**src/shared/cec_pkg.sv**
```systemverilog
// Constants for the correctable error counter bank
package cec_pkg;
   // Register addresses in the control/status space
   localparam logic [11:0] CEC_ADDR_ICACHE = 12'h7F0;
   localparam logic [11:0] CEC_ADDR_ITCM   = 12'h7F1;
   localparam logic [11:0] CEC_ADDR_DTCM   = 12'h7F2;
   localparam int          CEC_ADDR_W      = 12;
   // Field layout of each counter register
   localparam int          CEC_DATA_W      = 32;
   localparam int          CEC_THRESH_MSB  = 31;
   localparam int          CEC_THRESH_LSB  = 27;
   localparam int          CEC_THRESH_W    = 5;
   localparam int          CEC_COUNT_MSB   = 26;
   localparam int          CEC_COUNT_W     = 27;
   // Largest legal threshold selector
   localparam logic [4:0]  CEC_THRESH_MAX  = 5'h1A;
   // Reset values of the fields
   localparam logic [4:0]  CEC_THRESH_RST  = 5'h00;
   localparam logic [26:0] CEC_COUNT_RST   = 27'h0000000;
   localparam logic [31:0] CEC_RDATA_RST   = 32'h00000000;
   // Counter channels and cache ways feeding the first one
   localparam int          CEC_CHANNELS    = 3;
   localparam int          CEC_CH_ICACHE   = 0;
   localparam int          CEC_CH_ITCM     = 1;
   localparam int          CEC_CH_DTCM     = 2;
   localparam int          CEC_IC_WAYS     = 4;
   localparam int          CEC_INC_W       = 2;
endpackage : cec_pkg

```
**src/design/cec_counter.sv**
```systemverilog
// One counter/threshold register with its pending-threshold condition
module cec_counter (
   input  wire logic        clk,
   input  wire logic        rst,
   input  wire logic        wr_en,
   input  wire logic [31:0] wr_data,
   input  wire logic [1:0]  inc,
   output logic      [31:0] reg_val,
   output logic             pending
);
   logic [4:0]  thresh_q;   // Threshold bit selector
   logic [4:0]  thresh_d;
   logic [26:0] count_q;    // Error count, wraps on overflow
   logic [26:0] count_d;
   logic [4:0]  wr_thresh;  // Selector field of the write data

   assign wr_thresh = wr_data[cec_pkg::CEC_THRESH_MSB:cec_pkg::CEC_THRESH_LSB];

   // Next values: a software write replaces both fields and wins over a
   // same-cycle increment, so firmware can reliably reset the count
   always_comb begin
      thresh_d = thresh_q;
      count_d  = count_q;
      if (wr_en) begin
         // Illegal selectors fold onto the top count bit
         if (wr_thresh > cec_pkg::CEC_THRESH_MAX) begin
            thresh_d = cec_pkg::CEC_THRESH_MAX;
         end else begin
            thresh_d = wr_thresh;
         end
         count_d = wr_data[cec_pkg::CEC_COUNT_MSB:0];
      end else begin
         // No saturation: the sum simply wraps at 27 bits
         count_d = count_q + cec_pkg::CEC_COUNT_W'(inc);
      end
   end

   // Register stage
   always_ff @(posedge clk) begin
      if (rst) begin
         thresh_q <= cec_pkg::CEC_THRESH_RST;
         count_q  <= cec_pkg::CEC_COUNT_RST;
      end else begin
         thresh_q <= thresh_d;
         count_q  <= count_d;
      end
   end

   assign reg_val = {thresh_q, count_q};
   // Pending while count >= 2**thresh; not sticky, so a wrap or a
   // firmware reset of the count ends it
   assign pending = |(count_q >> thresh_q);
endmodule : cec_counter

```
**src/design/cec_top.sv**
```systemverilog
// Correctable memory error counter/threshold register bank
module cec_top (
   input  wire logic        REF_CLK,
   input  wire logic        RESET,
   // Control/status register access port
   input  wire logic        CSR_RD_EN,
   input  wire logic        CSR_WR_EN,
   input  wire logic [11:0] CSR_ADDR,
   input  wire logic [31:0] CSR_WDATA,
   output logic      [31:0] CSR_RDATA,
   output logic             CSR_RVALID,
   // Instruction cache detectors, one tag flag per way
   input  wire logic [3:0]  IC_TAG_ERR,
   input  wire logic        IC_DATA_ERR,
   // Instruction tightly coupled memory single-bit errors
   input  wire logic        ITCM_FETCH_ERR,
   input  wire logic        ITCM_DMA_ERR,
   // Data tightly coupled memory single-bit errors
   input  wire logic        DTCM_LS_ERR,
   input  wire logic        DTCM_LS_RETIRE,
   input  wire logic        DTCM_LS_SPEC,
   input  wire logic        DTCM_LS_EXC,
   input  wire logic        DTCM_DMA_ERR,
   // Correctable error local interrupt, level
   output logic             CORR_ERR_INT
);
   // Per-channel write strobes, increments and register images
   logic [2:0]  wr_sel;
   logic [1:0]  inc     [3];
   logic [31:0] reg_val [3];
   logic [2:0]  pending;
   logic        ic_any;       // Any cache error this cycle
   logic        dtcm_ls_ok;   // Data access qualifies for counting
   logic [31:0] rdata_d;      // Read data next value
   logic [31:0] rdata_q;
   logic        rvalid_d;
   logic        rvalid_q;
   logic        int_d;        // Interrupt next value
   logic        int_q;

   // Write decode; unmapped addresses are silently ignored
   always_comb begin
      wr_sel = 3'h0;
      if (!CSR_WR_EN) begin
         wr_sel = 3'h0;
      end else if (CSR_ADDR == cec_pkg::CEC_ADDR_ICACHE) begin
         wr_sel[cec_pkg::CEC_CH_ICACHE] = 1'b1;
      end else if (CSR_ADDR == cec_pkg::CEC_ADDR_ITCM) begin
         wr_sel[cec_pkg::CEC_CH_ITCM] = 1'b1;
      end else if (CSR_ADDR == cec_pkg::CEC_ADDR_DTCM) begin
         wr_sel[cec_pkg::CEC_CH_DTCM] = 1'b1;
      end
   end

   // Event qualification: only counts leave this block, never the
   // address of the failing access
   always_comb begin
      // Several cache errors in one cycle merge into one step
      ic_any = (|IC_TAG_ERR) | IC_DATA_ERR;
      inc[cec_pkg::CEC_CH_ICACHE] = {1'b0, ic_any};
      // Fetch and DMA errors are separate events, so both can count
      inc[cec_pkg::CEC_CH_ITCM] =
         2'(ITCM_FETCH_ERR) + 2'(ITCM_DMA_ERR);
      // Speculative or faulting accesses never reach the counter
      dtcm_ls_ok = DTCM_LS_ERR & DTCM_LS_RETIRE
                   & ~DTCM_LS_SPEC & ~DTCM_LS_EXC;
      // DMA path is not gated by sleep or debug halt
      inc[cec_pkg::CEC_CH_DTCM] =
         2'(dtcm_ls_ok) + 2'(DTCM_DMA_ERR);
   end

   // The three counter registers
   generate
      for (genvar ch = 0; ch < cec_pkg::CEC_CHANNELS; ch++) begin : g_ch
         cec_counter u_cnt (
            .clk     (REF_CLK),
            .rst     (RESET),
            .wr_en   (wr_sel[ch]),
            .wr_data (CSR_WDATA),
            .inc     (inc[ch]),
            .reg_val (reg_val[ch]),
            .pending (pending[ch])
         );
      end
   endgenerate

   // Read decode; reads have no side effect, unmapped reads give zero
   always_comb begin
      rdata_d  = cec_pkg::CEC_RDATA_RST;
      rvalid_d = CSR_RD_EN;
      if (!CSR_RD_EN) begin
         rdata_d = cec_pkg::CEC_RDATA_RST;
      end else if (CSR_ADDR == cec_pkg::CEC_ADDR_ICACHE) begin
         rdata_d = reg_val[cec_pkg::CEC_CH_ICACHE];
      end else if (CSR_ADDR == cec_pkg::CEC_ADDR_ITCM) begin
         rdata_d = reg_val[cec_pkg::CEC_CH_ITCM];
      end else if (CSR_ADDR == cec_pkg::CEC_ADDR_DTCM) begin
         rdata_d = reg_val[cec_pkg::CEC_CH_DTCM];
      end
   end

   // Any pending channel raises the shared interrupt; it follows the
   // counters with one cycle of lag so the output comes from a flop
   always_comb begin
      int_d = |pending;
   end

   // Output registers
   always_ff @(posedge REF_CLK) begin
      if (RESET) begin
         rdata_q  <= cec_pkg::CEC_RDATA_RST;
         rvalid_q <= 1'b0;
         int_q    <= 1'b0;
      end else begin
         rdata_q  <= rdata_d;
         rvalid_q <= rvalid_d;
         int_q    <= int_d;
      end
   end

   assign CSR_RDATA    = rdata_q;
   assign CSR_RVALID   = rvalid_q;
   assign CORR_ERR_INT = int_q;
endmodule : cec_top

```
**config.mk**
```make
export PLATFORM = sky130hd
export DESIGN_NAME = cec_top
export DESIGN_NICKNAME = d
export VERILOG_FILES = /design/src/shared/cec_pkg.sv /design/src/design/cec_counter.sv /design/src/design/cec_top.sv
export SDC_FILE = /design/constraint.sdc
export NUM_CORES = 1
export LEC_CHECK = 0
export ABC_CLOCK_PERIOD_IN_PS = 2700
export BUFFER_PORTS_ARGS = -buffer_cell sky130_fd_sc_hd__buf_4
export CAP_MARGIN = 25
export CELL_PAD_IN_SITES_DETAIL_PLACEMENT = 1
export CELL_PAD_IN_SITES_GLOBAL_PLACEMENT = 2
export CORE_AREA = 5 5 162 164
export DETAILED_ROUTE_END_ITERATION = 10
export DIE_AREA = 0 0 167 169
export HOLD_SLACK_MARGIN = 0.03
export PLACE_DENSITY_LB_ADDON = 0.1
export REMOVE_ABC_BUFFERS = 1
export SLEW_MARGIN = 20
export SYNTH_ARGS = -nofsm -noshare
export SYNTH_HDL_FRONTEND = slang
export SYNTH_HIERARCHICAL = 1
export SYNTH_SLANG_ARGS = --single-unit
```
**constraint.sdc**
```tcl
create_clock -name REF_CLK -period 2.7 [get_ports REF_CLK]
set_input_delay 0.27 -clock REF_CLK [delete_from_list [all_inputs] [get_ports REF_CLK]]
set_output_delay 0.27 -clock REF_CLK [all_outputs]
set_load 0.05 [all_outputs]
```
==> Word-level counts from Yosys, hierarchy flattened <==
Cells that the tools add are included.
{ "totals": {"ff_bits": 130, "input_bits": 60, "output_inout_bits": 34, "elab_cells": 44} }
{ "op_classes": {"add_sub_neg": 5, "order_cmp": 1, "n_eq_ne": 3, "shift": 3, "muxes": 13, "bitwise_logic": 7, "reduce_logical": 3} }
{ "ops": {"columns": ["operator", "n"], "rows": [
  ["$mux W32", 3],
  ["$mux W27", 3],
  ["$reduce_or A81 Y1", 1],
  ["$shr A27 B5 Y27", 3],
  ["$add A27 B2 Y27", 2],
  ["$eq A12 B11 Y1 const B", 3],
  ["$add A27 B1 Y27", 1],
  ["$gt A5 B5 Y1 const B", 1],
  ["$mux W5", 1],
  ["$add A1 B1 Y2", 2],
  ["$mux W1", 4],
  ["$reduce_or A4 Y1", 1],
  ["$and A1 B1 Y1", 3],
  ["$mux W3", 1],
  ["$not A1 Y1", 3],
  ["$mux W2", 1],
  ["$reduce_or A2 Y1", 1],
  ["$or A1 B1 Y1", 1]
]} }

==> Logic depth before layout (Yosys ltp) <==
{ "depth": {"ltp_word": 6, "depth_mapped": 11, "ltp_nobuf": 10} }

==> Cells and area by module <==
The synthesis kept the hierarchy.
{ "modules_own_cells": {"columns": ["mod", "n_inst", "cells_per_inst", "area_each_um2", "seq_area_each_um2"], "rows": [
  ["cec_counter", 3, 292, 2224.6, 640.6],
  ["cec_top", 1, 201, 1766.7, 680.7]
]} }

==> Worst setup path after synthesis <==
OpenSTA, ideal clock, no wires.
{ "synth_timing": {"path_kind": "input-to-reg", "from": "in DTCM_LS_SPEC", "to": "reg g_ch[2].u_cnt.count_q[24]", "setup_ns": 0.086, "t_arrival_ns": 2.150, "setup_slack_ns": 0.465, "cell_stages": 10, "path_buffers": 1, "path_cell_list": "nor3_1 ha_1 ha_1 fa_1 and3_1 buf_2 nand4_2 nor3_1 xnor2_1 a211oi_1"} }
{ "synth_rtl": {"columns": ["element", "line_no", "source"], "rows": [
  ["from (decl)", "cec_top.sv:21", "input wire logic DTCM_LS_SPEC,"],
  ["to (signal assigned)", "cec_counter.sv:42", "count_q <= cec_pkg::CEC_COUNT_RST;"],
  ["to (signal assigned)", "cec_counter.sv:45", "count_q <= count_d;"],
  ["to (decl)", "cec_counter.sv:13", "logic [26:0] count_q;"]
]} }

==> Final worst setup path <==
{ "layout_timing": {"from": "reg g_ch[2].u_cnt.thresh_q[0]", "to": "reg int_q, in the netlist CORR_ERR_INT"} }
{ "layout_via": {"elab_chain_cells": 2} }
{ "layout_rtl": {"columns": ["element", "line_no", "source"], "rows": [
  ["from (decl)", "cec_counter.sv:11", "logic [4:0] thresh_q;"],
  ["from (signal assigned)", "cec_counter.sv:41", "thresh_q <= cec_pkg::CEC_THRESH_RST;"],
  ["from (signal assigned)", "cec_counter.sv:44", "thresh_q <= thresh_d;"],
  ["$shr A27 B5 Y27", "cec_counter.sv:52", "assign pending = |(count_q >> thresh_q);"],
  ["$reduce_or A81 Y1", "cec_top.sv:105", "int_d = |pending;"],
  ["to (signal assigned)", "cec_top.sv:117", "int_q <= int_d;"],
  ["to (decl)", "cec_top.sv:39", "logic int_q;"]
]} }
No other way between the ends.
A chain may end at the register's enable or synchronous reset.

==> summary.txt <==
Clocking
  – Cts hold-fix bufs: 0
  – H-tree depth: 4
  – Cts bufs inserted: 17
  – Root buf cell: clkbuf_16
  – Clock insertion delay at the later pin of the skew report: 420 ps
  – Clock tree sinks: 130
  – Cts repair resizes: 0
  – CTS tree: built
  – Reg clk slew, reported paths: 60 ps
  – CTS max path bufs: 2
  – Setup Buffers After CTS: 0

Synthesis
  – Syn Inst Count: 1077
  – Seq cells post-synth: 130
  – Post-synth ARST share: 0
  – Synth cell count leaders: nor2_1 (133), dfxtp_1 (130), nand2_1 (109)
  – Synthesized area: 8440 sq um
  – Top FF cell, synth: dfxtp_1
  – Most area-consuming cells after synthesis: dfxtp_1 (31%), mux2i_1 (10%), nor2_1 (5.9%), a21oi_1 (5.7%), xnor2_1 (5.0%)
  – YS warnings: 6
  – Post-Syn Area per Cell: 7.84 sq um
  – Synth cell types: 57
  – Top cell type's share of synthesized area: 0.308
  – Post-synthesis sequential area ratio: 0.308
  – Cell with the most instances after synthesis: nor2_1
  – Cell taking the most area after synthesis: dfxtp_1
  – Post-synth EDFFs: 0

Placed design
  – GP Congestion: 0.847
  – Dpl cell area: 9610 sq um
  – Buffers on Ports: 93
  – Post-DP HPWL: 24000 um

Outcome
  – Status: completed

Worst setup path
  – RR Startpoint: g_ch[2].u_cnt/thresh_q[0]$_SDFFE_PP0P_
  – Worst Setup End Kind: register
  – Critical Path RT: 2990 ps
  – Crit Path Max Fanout: 25
  – CP max-delay cell: a2111oi_0
  – Setup CP Type: register to register
  – Worst Reg2Reg Path Length in Cells: 9
  – Startpoint Class: register
  – FF-to-FF setup slack: 120 ps
  – Critical path endpoint: CORR_ERR_INT$_SDFF_PP0_
  – CP Launch Point: g_ch[2].u_cnt/thresh_q[0]$_SDFFE_PP0P_
  – FF-to-FF End: CORR_ERR_INT$_SDFF_PP0_
  – Worst Path Arrival: 2870 ps
  – CP cell instances: buf_12, nor2b_1, a2111oi_0, buf_4, o2111ai_1, a211oi_1, o22ai_1, nor3_1, nor2_1
  – CP max stage delay: 720 ps

STA
  – RSZ-0062 raised after global routing: false
  – Final slew viol count: 0
  – Clk_skew: 11.4 ps
  – Tightest Pin Transition: 823 ps
  – Fmax: 388 MHz
  – Slew headroom: 0.437
  – Final setup viols: 0
  – Final Hold Viols: 0
  – Final period util: 0.955
  – Final min period: 2580 ps

Power and ir drop
  – Pwr dens: 475 nW/um^2
  – Leakage power: 3.67 nW
  – Peak VDD IR: 347 uV

Detailed routing
  – Residual DRC: 0
  – DRT iter0 DRCs: 568
  – DR vias/cell: 5.46
  – Routed wire length: 32200 um
  – Vias: 8250
  – Metal3 WL: 889 um
  – Post-DRT Antenna Nets: 0
  – M1 wire length: 15900 um
  – Top Metal Used: met4
  – Drt first pass iters: 5
  – Wirelength per Cell: 21.3 um
  – Met2 routed WL: 15000 um

GRT
  – First-pass GRT wire length: 49500 um
  – Vias in the first global route: 8463
  – Initial antenna violation count: 0
  – Largest net degree at the start of global routing: 51
  – GRT Total Usage: 0.223
  – Gr ovfl total: 0

Layout
  – # diodes: 0
  – # nets final: 1239
  – Layout fillers: 3039
  – Fraction of layout cells with a size suffix above 1: 0.172
  – P&R area growth vs syn: 21.1%
  – Fin util: 0.413
  – FF/Latch Area: 2600 sq um
  – Post-route cell area: 10200 sq um
  – Area of the multi-input gates: 5340 sq um

Floorplanning
  – Die area: 28200 sq um
  – Ports: 94
  – Core ar.: 24700 sq um
  – Row Count: 58
  – Die span in x: 167 um
  – Die Y: 169 um
  – Starting Density: 0.341

Job
  – Max-Cap Viols: 0

Hold path
  – Hold Path Class: primary input to register
worst min path at each step:
| stage | from | endpoint | cells past startpoint | slack (ps) |
|---|---|---|---|---|
| after floorplan | RESET | g_ch[0].u_cnt/count_q[11]$_SDFF_PP0_ | 1 | 340 |
| after global routing | RESET | CSR_RVALID$_SDFF_PP0_ | 2 | 100 |
| after global placement | g_ch[2].u_cnt/count_q[13]$_SDFF_PP0_ | CSR_RDATA[13]$_SDFF_PP0_ | 2 | 480 |
| after detailed placement | g_ch[2].u_cnt/count_q[25]$_SDFF_PP0_ | CSR_RDATA[25]$_SDFF_PP0_ | 2 | 490 |
| final | RESET | CSR_RVALID$_SDFF_PP0_ | 2 | 100 |
| after CTS | RESET | CSR_RVALID$_SDFF_PP0_ | 2 | 90 |
through the flow:
step,setup TNS [ps],hold slack [ps],worst slack [ps],instances,total power [mW]
global placement,0,483,198,1479,2.42
CTS,0,87.3,174,1510,4.90
floorplan,-82820,339,-1750,1010,2.17
finish,0,97.0,123,1510,4.86
global route,0,98.6,12.1,1510,5.02
detailed placement,0,489,169,1479,2.42
report_power, final:
| group | internal (mW) | leakage (nW) | switching, mW |
|---|---|---|---|
| clock network | 1.50 | 0.291 | 0.978 |
| logic | 0.176 | 2.33 | 0.225 |
| registers | 1.94 | 1.05 | 0.0372 |
| total | 3.62 | 3.67 | 1.24 |
registers in the layout (all words and copies together) (netlist names):
name                 cells
CORR_ERR_INT             1
g_ch.u_cnt/count_q      81
CSR_RDATA               32
CSR_RVALID               1
g_ch.u_cnt/thresh_q     15
kinds of logic after synthesis:
family	after synthesis	share of synthesized area
muxes	92	0.110
buffers and inverters	110	0.0611
and+or+nand+nor	452	0.271
DFF	130	0.308
xor gates and xnor gates	63	0.0654
AOI/OAI and AO/OA	218	0.164
adders and majority gates	11	0.0190
other	1	0.000444
per-layer routing:
metal,track usage,up-vias
li1,-,3989
met1,0.313,4092
met2,0.374,153
met3,0.0257,16
met4,0.0427,0
met5,0,-
area by class of cell:
type | count | area share
Clock buffer | 19 | 0.0443
Clock inverter | 12 | 0.0154
Inverter | 42 | 0.0154
Multi-Input combinational cell | 838 | 0.523
Sequential cell | 130 | 0.255
Tap cell | 330 | 0.0404
Timing Repair Buffer | 139 | 0.107
worst max-delay path, delay by kind of cell (launching register included):
kind / cells / cell delay, ps
buffers and inverters: 2 / 430
AND/OR/NAND/NOR: 3 / 330
AO/OA/AOI/OAI: 4 / 1310
flip-flops: 1 / 370
placed cells by master (no fill, tap or decap), types with 4 or more instances in the layout:
cell type  synthesis  final
or2_1             25     25
nand4_2            4      4
nor2_1           133    132
or3_1             15     15
o211ai_1           9      9
nor4_1            10      9
nor3_1            43     42
nand2b_1           6      6
xor2_1            15     15
clkbuf_16          0     17
a211oi_1          21     21
a2111oi_0          6      6
dfxtp_1          130    130
a311oi_1           9      9
a32oi_1           18     18
buf_12             3      4
nand3b_1           6      6
a31oi_1           15     15
a21oi_1           96     96
xnor2_1           48     48
mux2i_1           86     86
nor2b_1           15     14
ha_1               8      8
or2_2              4      4
or3_4              6      6
nand2_1          109    109
and3_1            12     12
and4_1             4      4
nand3_1           25     25
mux2_2             6      6
o21ai_0           18     18
and2_1             6      6
inv_1             42     42
buf_4              3    135
nand4_1           10     10
No activity file was read; power rests on OpenSTA's default activity.
